[src/hdl/tcci_pkg.sv]
// Shared constants for the Type-C port control block
package tcci_pkg;
   localparam logic [7:0] TCCI_REG_ID = 8'h01;
   localparam logic [7:0] TCCI_REG_CONTROL = 8'h02;
   localparam logic [7:0] TCCI_REG_EVENT_FLAGS = 8'h03;
   localparam logic [7:0] TCCI_REG_ATTACH_STATUS = 8'h04;
   localparam logic [7:0] TCCI_LAST_REG = 8'h04;
   localparam logic [6:0] TCCI_ADDR_BASE = 7'h0d;
   localparam int TCCI_ADDR_SEL_BIT = 5;
   localparam int TCCI_CTL_MASK_BIT = 0;
   localparam int TCCI_CTL_ROLE_LO = 1;
   localparam int TCCI_CTL_CUR_LO = 3;
   localparam int TCCI_CTL_SLEEP_BIT = 7;
   localparam int TCCI_EV_ATTACH_BIT = 0;
   localparam int TCCI_EV_DETACH_BIT = 1;
   localparam int TCCI_EV_FAULT_BIT = 2;
   localparam logic [7:0] TCCI_CONTROL_RST = 8'h00;
   localparam logic [7:0] TCCI_EVENT_RST = 8'h00;
   localparam logic [1:0] TCCI_ROLE_DEVICE = 2'h0;
   localparam logic [1:0] TCCI_ROLE_HOST = 2'h1;
   localparam logic [1:0] TCCI_ROLE_DUAL = 2'h2;
   localparam logic [7:0] TCCI_ID_VALUE = 8'h00;
   localparam int TCCI_CLK_NS = 100;
   localparam int TCCI_SPIKE_NS = 50;
   localparam int TCCI_SPIKE_CYC = (TCCI_SPIKE_NS + TCCI_CLK_NS - 1)
                                   / TCCI_CLK_NS;
   localparam int TCCI_TOGGLE_MS = 50;
   localparam int TCCI_TOGGLE_CYC = TCCI_TOGGLE_MS * 1000000 / TCCI_CLK_NS;
endpackage : tcci_pkg

[src/hdl/tcci_filter.sv]
// Spike filter for one synchronised serial line
`timescale 1ns/1ps
`default_nettype none
module tcci_filter #(
   parameter int LEN = 1
) (
   input wire logic clk,
   input wire logic rstn,
   input wire logic din,
   output logic dout
);
   // Two agreeing samples suffice: a 50 ns spike fits in one 100 ns sample
   logic [LEN-1:0] hist;
   always_ff @(posedge clk or negedge rstn) begin
      if (!rstn) begin
         hist <= '1;
         dout <= 1'b1;
      end else begin
         hist <= LEN'({hist, din});
         // Level accepted only once stable for longer than a spike
         if (&{hist, din})
            dout <= 1'b1;
         else if (~|{hist, din})
            dout <= 1'b0;
      end
   end
endmodule : tcci_filter
`default_nettype wire

[src/hdl/tcci_top.sv]
// I2C target, control, interrupt and role logic of the Type-C port block
// Summary of operation
// - Spikes up to 50 ns on serial clock and data are rejected.
// - Mode select tied high or low enables I2C; sets address bit 5.
// - Floating mode select puts the part in pin control mode.
// - No offset byte; transfers start at first register, go in order.
// - Interrupt output goes low when event or status registers change.
// - Reading event register clears its flags and releases interrupt.
// - Control bit 0 masks interrupts; output stays released while set.
// - Power-on reset puts all registers and I2C logic to defaults.
// - Control bits 2:1 load role from role pin; writes may change.
// - Host role sources current at set level; device role pulls down.
// - Dual role toggles every 50 ms until a connection is made.
// - Host role selects advertised current; device role reports it.
// - Attach pin low only for host-role device attach.
// - Audio and debug accessory attach reported in attach status.
// - Device role attach decided from bus power sense.
// - Enable high disables outputs except CC and I2C.
// - Every enable edge resets I2C port and connection; control kept.
// - Enable low restarts connection logic and attach detection.
// - VCONN over-current pulls interrupt output low.
`timescale 1ns/1ps
`default_nettype none
module tcci_top
   import tcci_pkg::*;
#(
   parameter int TOGGLE_CYC = TCCI_TOGGLE_CYC
) (
   input wire logic clk,
   input wire logic rstn,
   input wire logic scl_in,
   input wire logic sda_in,
   output logic sda_oe,
   output logic sda_out,
   input wire logic mode_sel_high,
   input wire logic mode_sel_float,
   input wire logic [1:0] role_pin,
   input wire logic enable_in_n,
   input wire logic bus_power_sense,
   input wire logic overcurrent_event,
   input wire logic cc_attach,
   input wire logic [1:0] cc_host_current,
   input wire logic cc_audio,
   input wire logic cc_debug,
   output logic irq_out_n,
   output logic irq_oe,
   output logic attach_indicator_pin,
   output logic attach_oe,
   output logic cc_source_on,
   output logic [1:0] cc_source_level,
   output logic cc_pulldown_on,
   output logic i2c_mode
);
   typedef enum logic [3:0] {
      TCCI_IDLE = 4'b0001,
      TCCI_ADDR = 4'b0010,
      TCCI_WR = 4'b0100,
      TCCI_RD = 4'b1000
   } tcci_state_t;

   logic [1:0] scl_sy, sda_sy, en_sy, vb_sy, oc_sy, ms_sy, mf_sy;
   logic scl_f, sda_f, scl_d, sda_d;
   logic en, en_d, vb, oc, oc_d;
   tcci_state_t state;
   logic [3:0] bitcnt;
   logic [7:0] shreg;
   logic [7:0] ptr, rd_ptr;
   logic ack_phase, rd_nack;
   logic [7:0] control, event_flags, attach_status, rd_byte;
   logic host_now, attached, attached_d;
   logic [31:0] tog_cnt;
   logic role_loaded, flags_clr, ctl_wr;
   logic [7:0] next_status;

   always_ff @(posedge clk or negedge rstn) begin
      if (!rstn) begin
         scl_sy <= 2'h3;
         sda_sy <= 2'h3;
         en_sy <= 2'h3;
         vb_sy <= 2'h0;
         oc_sy <= 2'h0;
         ms_sy <= 2'h0;
         mf_sy <= 2'h0;
      end else begin
         scl_sy <= {scl_sy[0], scl_in};
         sda_sy <= {sda_sy[0], sda_in};
         en_sy <= {en_sy[0], enable_in_n};
         vb_sy <= {vb_sy[0], bus_power_sense};
         oc_sy <= {oc_sy[0], overcurrent_event};
         ms_sy <= {ms_sy[0], mode_sel_high};
         mf_sy <= {mf_sy[0], mode_sel_float};
      end
   end

   tcci_filter #(.LEN(TCCI_SPIKE_CYC)) u_scl (
      .clk(clk), .rstn(rstn), .din(scl_sy[1]), .dout(scl_f));
   tcci_filter #(.LEN(TCCI_SPIKE_CYC)) u_sda (
      .clk(clk), .rstn(rstn), .din(sda_sy[1]), .dout(sda_f));

   assign en = ~en_sy[1];
   assign vb = vb_sy[1];
   assign oc = oc_sy[1];
   assign i2c_mode = ~mf_sy[1];

   function automatic logic [6:0] own_addr(input logic hi);
      logic [6:0] a;
      a = TCCI_ADDR_BASE;
      a[TCCI_ADDR_SEL_BIT] = hi;
      return a;
   endfunction : own_addr

   always_ff @(posedge clk or negedge rstn) begin
      if (!rstn) begin
         scl_d <= 1'b1;
         sda_d <= 1'b1;
         en_d <= 1'b0;
         oc_d <= 1'b0;
      end else begin
         scl_d <= scl_f;
         sda_d <= sda_f;
         en_d <= en;
         oc_d <= oc;
      end
   end

   wire scl_rise = scl_f & ~scl_d;
   wire scl_fall = ~scl_f & scl_d;
   wire start_c = scl_f & scl_d & sda_d & ~sda_f;
   wire stop_c = scl_f & scl_d & ~sda_d & sda_f;
   wire en_edge = en ^ en_d;

   // Next byte must be fetched before the pointer moves on
   assign rd_ptr = (state == TCCI_RD && ptr != TCCI_LAST_REG) ?
                   ptr + 8'h01 : ptr;
   always_comb begin
      unique case (rd_ptr)
         TCCI_REG_ID: rd_byte = TCCI_ID_VALUE;
         TCCI_REG_CONTROL: rd_byte = control;
         TCCI_REG_EVENT_FLAGS: rd_byte = event_flags;
         TCCI_REG_ATTACH_STATUS: rd_byte = attach_status;
         default: rd_byte = 8'h00;
      endcase
   end

   // pointer restarts at first register each transfer
   always_ff @(posedge clk or negedge rstn) begin
      if (!rstn) begin
         state <= TCCI_IDLE;
         bitcnt <= 4'h0;
         shreg <= 8'h00;
         ptr <= TCCI_REG_ID;
         ack_phase <= 1'b0;
         rd_nack <= 1'b0;
         sda_oe <= 1'b0;
      end else if (en_edge || !i2c_mode || stop_c) begin
         state <= TCCI_IDLE;
         sda_oe <= 1'b0;
         ack_phase <= 1'b0;
      end else if (start_c) begin
         state <= TCCI_ADDR;
         bitcnt <= 4'h0;
         ptr <= TCCI_REG_ID;
         ack_phase <= 1'b0;
         sda_oe <= 1'b0;
      end else begin
         unique case (state)
            TCCI_IDLE: begin
               sda_oe <= 1'b0;
            end
            TCCI_ADDR, TCCI_WR: begin
               if (scl_rise && !ack_phase) begin
                  shreg <= {shreg[6:0], sda_f};
                  bitcnt <= bitcnt + 4'h1;
               end
               if (scl_fall && !ack_phase && bitcnt == 4'h8) begin
                  ack_phase <= 1'b1;
                  bitcnt <= 4'h0;
                  if (state == TCCI_ADDR &&
                      shreg[7:1] != own_addr(ms_sy[1]))
                     state <= TCCI_IDLE;
                  else
                     sda_oe <= 1'b1;
               end else if (scl_fall && ack_phase) begin
                  ack_phase <= 1'b0;
                  sda_oe <= 1'b0;
                  if (state == TCCI_ADDR && shreg[0]) begin
                     state <= TCCI_RD;
                     shreg <= rd_byte;
                     sda_oe <= ~rd_byte[7];
                     bitcnt <= 4'h1;
                  end else if (state == TCCI_ADDR) begin
                     state <= TCCI_WR;
                  end else if (ptr != TCCI_LAST_REG) begin
                     ptr <= ptr + 8'h01;
                  end
               end
            end
            TCCI_RD: begin
               if (scl_rise && ack_phase)
                  rd_nack <= sda_f;
               if (scl_fall && !ack_phase) begin
                  if (bitcnt == 4'h8) begin
                     ack_phase <= 1'b1;
                     sda_oe <= 1'b0;
                  end else begin
                     sda_oe <= ~shreg[7 - 3'(bitcnt)];
                     bitcnt <= bitcnt + 4'h1;
                  end
               end else if (scl_fall && ack_phase) begin
                  ack_phase <= 1'b0;
                  if (rd_nack) begin
                     state <= TCCI_IDLE;
                  end else begin
                     ptr <= rd_ptr;
                     shreg <= rd_byte;
                     bitcnt <= 4'h1;
                     sda_oe <= ~rd_byte[7];
                  end
               end
            end
            default: state <= TCCI_IDLE;
         endcase
      end
   end
   assign sda_out = 1'b0;

   assign ctl_wr = state == TCCI_WR && scl_fall && !ack_phase &&
                   bitcnt == 4'h8 && ptr == TCCI_REG_CONTROL;
   // read of event register clears flags
   assign flags_clr = state == TCCI_RD && scl_fall && ack_phase &&
                      ptr == TCCI_REG_EVENT_FLAGS;

   // role loads from pin once, writes may change it
   always_ff @(posedge clk or negedge rstn) begin
      if (!rstn) begin
         control <= TCCI_CONTROL_RST;
         role_loaded <= 1'b0;
      end else if (ctl_wr) begin
         control <= shreg;
         role_loaded <= 1'b1;
      end else if (!role_loaded) begin
         control[TCCI_CTL_ROLE_LO +: 2] <= role_pin;
         role_loaded <= 1'b1;
      end
   end

   wire [1:0] role = control[TCCI_CTL_ROLE_LO +: 2];
   wire active = en && !control[TCCI_CTL_SLEEP_BIT];

   // dual role toggling with 50 ms dwell
   always_ff @(posedge clk or negedge rstn) begin
      if (!rstn) begin
         tog_cnt <= 32'h0;
         host_now <= 1'b0;
      end else if (!active || en_edge) begin
         tog_cnt <= 32'h0;
         host_now <= 1'b0;
      end else if (role != TCCI_ROLE_DUAL) begin
         host_now <= role == TCCI_ROLE_HOST;
         tog_cnt <= 32'h0;
      end else if (!attached) begin
         if (tog_cnt == 32'(TOGGLE_CYC - 1)) begin
            tog_cnt <= 32'h0;
            host_now <= ~host_now;
         end else begin
            tog_cnt <= tog_cnt + 32'h1;
         end
      end
   end

   // device role attach from bus power
   assign attached = active && (host_now ? cc_attach : vb);

   always_comb begin
      next_status = 8'h00;
      next_status[0] = attached;
      next_status[1] = host_now;
      next_status[3:2] = host_now ? control[TCCI_CTL_CUR_LO +: 2]
                                  : cc_host_current;
      next_status[4] = active && cc_audio;
      next_status[5] = active && cc_debug;
   end

   logic status_chg;
   always_ff @(posedge clk or negedge rstn) begin
      if (!rstn) begin
         attach_status <= 8'h00;
         attached_d <= 1'b0;
         status_chg <= 1'b0;
      end else begin
         attach_status <= next_status;
         attached_d <= attached;
         status_chg <= next_status != attach_status;
      end
   end

   // flags set, set wins over clear
   always_ff @(posedge clk or negedge rstn) begin
      if (!rstn) begin
         event_flags <= TCCI_EVENT_RST;
      end else begin
         if (flags_clr)
            event_flags <= 8'h00;
         if (attached && !attached_d)
            event_flags[TCCI_EV_ATTACH_BIT] <= 1'b1;
         if (!attached && attached_d)
            event_flags[TCCI_EV_DETACH_BIT] <= 1'b1;
         if (oc && !oc_d)
            event_flags[TCCI_EV_FAULT_BIT] <= 1'b1;
      end
   end

   // mask holds output released; disabled releases
   logic irq_pend;
   always_ff @(posedge clk or negedge rstn) begin
      if (!rstn) begin
         irq_pend <= 1'b0;
      end else if (control[TCCI_CTL_MASK_BIT]) begin
         irq_pend <= 1'b0;
      end else if (status_chg || (oc && !oc_d)) begin
         irq_pend <= 1'b1;
      end else if (flags_clr) begin
         irq_pend <= 1'b0;
      end
   end
   assign irq_oe = irq_pend && en;
   assign irq_out_n = 1'b0;

   // attach pin only for host-role device attach
   assign attach_oe = en && host_now && attached && !cc_audio && !cc_debug;
   assign attach_indicator_pin = 1'b0;

   assign cc_source_on = active && host_now;
   assign cc_pulldown_on = !cc_source_on;
   assign cc_source_level = control[TCCI_CTL_CUR_LO +: 2];
endmodule : tcci_top
`default_nettype wire

[config.mk]
export PLATFORM = sky130hd
export DESIGN_NAME = tcci_top
export DESIGN_NICKNAME = d
export VERILOG_FILES = /design/src/hdl/tcci_pkg.sv /design/src/hdl/tcci_filter.sv /design/src/hdl/tcci_top.sv
export SDC_FILE = /design/constraint.sdc
export NUM_CORES = 1
export LEC_CHECK = 0
export ABC_CLOCK_PERIOD_IN_PS = 2590
export BUFFER_PORTS_ARGS = -buffer_cell sky130_fd_sc_hd__buf_2
export CAP_MARGIN = 0
export CORE_ASPECT_RATIO = 1.4
export CORE_MARGIN = 10
export CORE_UTILIZATION = 45
export DETAILED_ROUTE_END_ITERATION = 10
export SLEW_MARGIN = 20
export SYNTH_ARGS = -nofsm -noshare
export SYNTH_HDL_FRONTEND = slang
export SYNTH_HIERARCHICAL = 1
export SYNTH_SLANG_ARGS = --single-unit
[constraint.sdc]
create_clock -name clk -period 2.59 [get_ports clk]
set_input_delay 0.3885 -clock clk [delete_from_list [all_inputs] [get_ports clk]]
set_output_delay 0.3885 -clock clk [all_outputs]
set_load 0.05 [all_outputs]
# [Word level (Yosys, flattened, before mapping)]
# Index checks and enable logic that the tools add are counted.
[totals] reg_bits=103 inputBits=16 out_inout_bits=11 word_cells=250
[op_classes] addsub=4 n_lt_le_gt_ge=1 eq_ne=45 mux=84 bitwise=19 n_reduce_logical=63
[op_table] cell="8-bit 2-to-1 mux" count=17
[op_table] cell="32-bit 2-to-1 mux" count=4
[op_table] cell="4-bit 2-to-1 mux" count=19
[op_table] cell="32-bit by 1-bit adder with 32-bit output, second input constant" count=1
[op_table] cell="32-bit by 19-bit equality test with 1-bit output, second input constant" count=1
[op_table] cell="8-bit by 2-bit equality test with 1-bit output, second input constant" count=4
[op_table] cell="32-bit by 4-bit less-than comparator with 1-bit output, second input constant" count=1
[op_table] cell="1-bit 2-to-1 mux" count=32
[op_table] cell="8-bit one-hot mux with 2 select lines" count=2
[op_table] cell="5-bit != test, second input constant" count=6
[op_table] cell="1-bit logical AND" count=28
[op_table] cell="3-bit != test, second input constant" count=9
[op_table] cell="4-bit != test, second input constant" count=6
[op_table] cell="8-bit one-hot mux with 3 select lines" count=1
[op_table] cell="4-bit one-hot mux with 3 select lines" count=1
[op_table] cell="1-bit inverter" count=11
[op_table] cell="10-bit AND reduction" count=1
[op_table] cell="5-bit AND reduction" count=2
[op_table] cell="1-bit logical NOT" count=9
[op_table] cell="3-bit nonzero test" count=3
[op_table] cell="8-bit by 1-bit adder with 8-bit output, second input constant" count=1
[op_table] cell="4-bit equality test, second input constant" count=2
[op_table] cell="8-bit by 3-bit equality test with 1-bit output, second input constant" count=1
[op_table] cell="2-bit != test, second input constant" count=4
[op_table] cell="other kinds (29)" count=50

# [Longest topological paths before layout]
[depth] depth_word=12 depth_mapped=10 ltp_nobuf=9

# [Cells and area by module]
# The synthesis kept the hierarchy.
[modules_own_cells] module="tcci_top" instances=1 cells_per_inst=553 area_per_inst_um2=5363.9 seq_area_each_um2=2464.9
[modules_own_cells] module="tcci_filter" instances=2 cells_per_inst=4 area_per_inst_um2=80.1 seq_area_each_um2=52.6

# [Worst setup path after synthesis]
# No wires, ideal clock.
[synth_timing] kind="register to output" startpoint="reg host_now" endpoint="out attach_oe" arrival_ns=2.533 required_time_ns=2.202 slack_ns=-0.332 path_stages_with_launch=4 n_path_buf=1 cell_sequence="dfrtp_1 -> clkbuf_1 -> nand2_1 -> nor4_1"
[synth_via] elab_chain_len=5 word_cells_on_any_way=6 classes_between="mux: 1; reduce/logical: 5"
[synth_lines] item="start: declaration" line="tcci_top.sv:70" text="logic host_now, attached, attached_d;"
[synth_lines] item="start signal: assignment" line="tcci_top.sv:264" text="host_now <= ~host_now;"
[synth_lines] item="1-bit 2-to-1 mux" line="tcci_top.sv:272" text="assign attached = active && (host_now ? cc_attach : vb);"
[synth_lines] item="1-bit logical AND" line="tcci_top.sv:272"
[synth_lines] item="1-bit logical AND (*) (3 in a row)" line="tcci_top.sv:330" text="assign attach_oe = en && host_now && attached && !cc_audio && !cc_debug;"
[synth_lines] item="end: declaration" line="tcci_top.sv:48" text="output logic attach_oe,"
# Mark *: on every way between the ends. The rest lies on a longest branch, timed or not.

# [Final worst setup path]
[layout_timing] startpoint="reg ack_phase" endpoint="reg state[2]"
[layout_via] elab_chain_len=7 word_cells_on_any_way=14 classes_between="eq/ne: 5; mux: 4; reduce/logical: 5"
[layout_lines] item="start: declaration" line="tcci_top.sv:68" text="logic ack_phase, rd_nack;"
[layout_lines] item="start signal: assignment" line="tcci_top.sv:152" text="ack_phase <= 1'b0;"
[layout_lines] item="start signal: assignment" line="tcci_top.sv:158" text="ack_phase <= 1'b0;"
[layout_lines] item="start signal: assignment" line="tcci_top.sv:163" text="ack_phase <= 1'b0;"
[layout_lines] item="1-bit logical NOT" line="tcci_top.sv:175, tcci_top.sv:201"
[layout_lines] item="1-bit logical AND" line="tcci_top.sv:175, tcci_top.sv:201"
[layout_lines] item="1-bit logical AND" line="tcci_top.sv:175" text="if (scl_fall && !ack_phase && bitcnt == 4'h8) begin"
[layout_lines] item="4-bit 2-to-1 mux" line="tcci_top.sv:175"
[layout_lines] item="4-bit one-hot mux with 3 select lines" line="tcci_top.sv:166" text="unique case (state)"
[layout_lines] item="4-bit 2-to-1 mux" line="tcci_top.sv:159" text="end else if (start_c) begin"
[layout_lines] item="4-bit 2-to-1 mux" line="tcci_top.sv:155" text="end else if (en_edge || !i2c_mode || stop_c) begin"
[layout_lines] item="end signal: assignment" line="tcci_top.sv:156" text="state <= TCCI_IDLE;"
[layout_lines] item="end signal: assignment" line="tcci_top.sv:160" text="state <= TCCI_ADDR;"
[layout_lines] item="end signal: assignment" line="tcci_top.sv:180" text="state <= TCCI_IDLE;"
[layout_lines] item="end: declaration" line="tcci_top.sv:64" text="tcci_state_t state;"
# Several ways; a longest one is shown, not always the timed one.
# A chain may end at the register's enable or synchronous reset.

==> impl_metrics.csv <==
group,metric,value,unit
clock_network,cts_made_buffers,9,
floorplanning,fp.coreArea,0.0119,sq mm
detailed_routing,first_pass_iters,5,
worst_setup_path,arrival,2690,ps
floorplanning,die-height,151,microns
grt,grt_usage,15.6,%
power_and_ir_drop,total_power,0.00331,W
detailed_routing,highest_layer,"met4",
placement,gp_congestion,0.907,
synthesis,async_reset_ff_share,100,%
detailed_routing,drt-initial-drc-count,122,
flow_run,max_cap_violations,0,
timing,finalHoldViolCount,0,
detailed_routing,antenna_left,0,
synthesis,ys_types,70,
detailed_routing,drcViolationCount,0,
layout,final_cell_mix,"dfrtp_1 (87), nor2_1 (62), nand2_1 (33), buf_4 (33), o21ai_0 (29)",
placement,placed_cell_area,0.00596,sq mm
layout,nets,628,
layout,final_util,52.8,%
detailed_routing,post_drt_wl_per_cell,17.6,microns
timing,period_share,94.9,%
synthesis,syn-cell-area,0.00552,sq mm
grt,grt_pass1_vias,4334,
power_and_ir_drop,p_per_area,524,mW/mm^2
synthesis,ys_ff_latch,102,
timing,rsz0062_at_grt,"false",
detailed_routing,routed_wl,13200,microns
worst_setup_path,worstSetupPathType,"reg2reg",
timing,fin_crit,2460,ps
detailed_routing,dr_total_vias,4313,
placement,dp_cells,737,
timing,timing.fmax,407,MHz
floorplanning,start_util,46.3,%
synthesis,yosys_most_used_dff,"dfrtp_1",
worst_setup_path,cp_max_fo,9,
detailed_routing,wl_met1,5500,microns
synthesis,ys_warn_count,6,
layout,layout-drive-gt1-share,21.9,%
layout,fillers,1092,
grt,grt_max_degree,45,
clock_network,cts_tree,"built",
timing,relSlewSlack,54.9,%
layout,antenna_cells,0,
layout,finalInstanceArea,0.00630,sq mm
floorplanning,die_w,114,microns
clock_network,clk-insertion-delay-late,350,ps
layout,syn_to_final_growth,14.1,%
layout,post_layout_nonfiller_instances,754,
worst_setup_path,cp-start-kind,"flop",
detailed_routing,dr_wl_met3,380,microns
clock_network,h-tree-depth,3,
timing,drv_slew,0,
synthesis,synth_area_per_cell,9.85,sq um
run_status,status,"finished, final reports clean",
clock_network,clkSinkCount,102,
grt,grt_overflow,0,
synthesis,synth_edf_count,0,
worst_setup_path,endpoint_kind,"flop",
power_and_ir_drop,ir_drop,0.000269,V
worst_setup_path,rr_worst_depth,7,
power_and_ir_drop,p_leak,2.65,nW
timing,fin_setup_tns,0,ps
worst_hold_path,hp-class,"in2async",
clock_network,root_buffer,"clkbuf_16",
floorplanning,boundaryPins,27,
floorplanning,die-area,0.0172,sq mm
grt,grt_pass1_wl,21900,microns
clock_network,clkTransAtPathRegs,70,ps
timing,fin_skew,9.20,ps
layout,layout_commonest_cell,"dfrtp_1",
worst_setup_path,critical_path_required,2820,ps
timing,setup_viol,0,
floorplanning,placement_rows,47,
detailed_routing,via_per_inst,5.72,
clock_network,hold_buffers,0,
synthesis,syn_inst,561,
grt,antenna_found_initial,0,
detailed_routing,met2_length,7030,microns
placement,dpl.hpwl,10000,microns
placement,port_buffers,23,
clock_network,clockBufferDepth,2,
synthesis,ys_seq_area_share,46.5,%
timing,tightest_slew,667,ps
per-layer routing:
| metal | vias to the layer above | track usage, % |
|---|---|---|
| li1 | 2085 | - |
| met4 | 0 | 6.42 |
| met2 | 85 | 27.6 |
| met5 | - | 0 |
| met3 | 24 | 2.77 |
| met1 | 2119 | 18.1 |
flip-flops by register name, summed over array words and instances, names as in the netlist, 3 cells and up:
signal         cells
attach_status      6
bitcnt             4
tog_cnt           32
event_flags        3
ptr                8
shreg              8
state              4
control            8
cell families (layout without fill, tap and decap cells):
group                    after synthesis  count (layout)  synth area share (%)
other                                  2               4                 0.136
AND/OR/NAND/NOR                      218             218                  21.5
flip-flops                           102             102                  46.5
AO/OA/AOI/OAI                        116             116                  13.9
XOR/XNOR                              35              35                  5.55
multiplexers                          27              27                  5.89
buffers and inverters                 51              95                  4.24
adder cells (fa/ha/maj)               10              10                  2.27
area by class of cell:
type	count	area [sq um]	area share, %
clock buffer	9	225	3.57
clock inverter	7	66.3	1.05
inverter	22	82.6	1.31
multi-input combinational	410	2780	44.0
sequential	102	2570	40.8
tap	147	184	2.92
timing repair buffer	57	398	6.31
metrics by stage:
step | hold WS (ps) | worst slack [ps]
final | 32.8 | 132
after global routing | 61.7 | 24.3
after CTS | 48.9 | 69.2
after detailed placement | 338 | -19.8
after global placement | 336 | -44.8
after floorplan | 92.9 | 204
report_power, final:
group,switching (W),internal [W]
logic,0.000175,0.000114
registers,0.0000368,0.00165
clock network,0.000658,0.000676
critical path, stage by stage (launching register included):
cell and delay [ps]:
dfrtp_1 480, buf_4 200, nor4_1 580, buf_4 240
nand2_1 70, nor3_1 210, or3_1 220, mux2_2 350
synthesized netlist by cell type (7+ instances only):
master / n / area [sq um]
o31ai_1: 7 / 52.6
nand3_1: 22 / 110
dfrtp_1: 88 / 2200
mux2i_1: 7 / 70.1
nor2_1: 62 / 233
o21ai_0: 30 / 150
nand2_1: 33 / 124
nor2b_1: 13 / 81.3
nor3_1: 9 / 45.0
mux2_2: 16 / 180
and3_1: 10 / 62.6
xor2_1: 20 / 175
clkbuf_1: 14 / 52.6
nor4_1: 9 / 56.3
inv_1: 22 / 82.6
dfstp_2: 14 / 368
a21oi_1: 25 / 125
ha_1: 10 / 125
buf_2: 7 / 35.0
xnor2_1: 15 / 131
nand4_1: 16 / 100
repair_timing:
item,CTS,global route
pin swaps,0,3
gates resized for setup,1,9
buffers inserted,0,1
endpoints found under the setup margin,4,7
final timing paths:
kind / startpoint / end / slack [ps]
hold / removal: rstn / mf_sy[0] / 30
setup reg to reg: ack_phase / state[2] / 130
hold reg to reg: ms_sy[0] / ms_sy[1] / 350
min in group clk: enable_in_n / en_sy[0] / 130
setup / recovery: ack_phase / state[2] / 130
max in group asynchronous: rstn / state[0] / 1860
No activity file was read; power rests on OpenSTA's default activity.
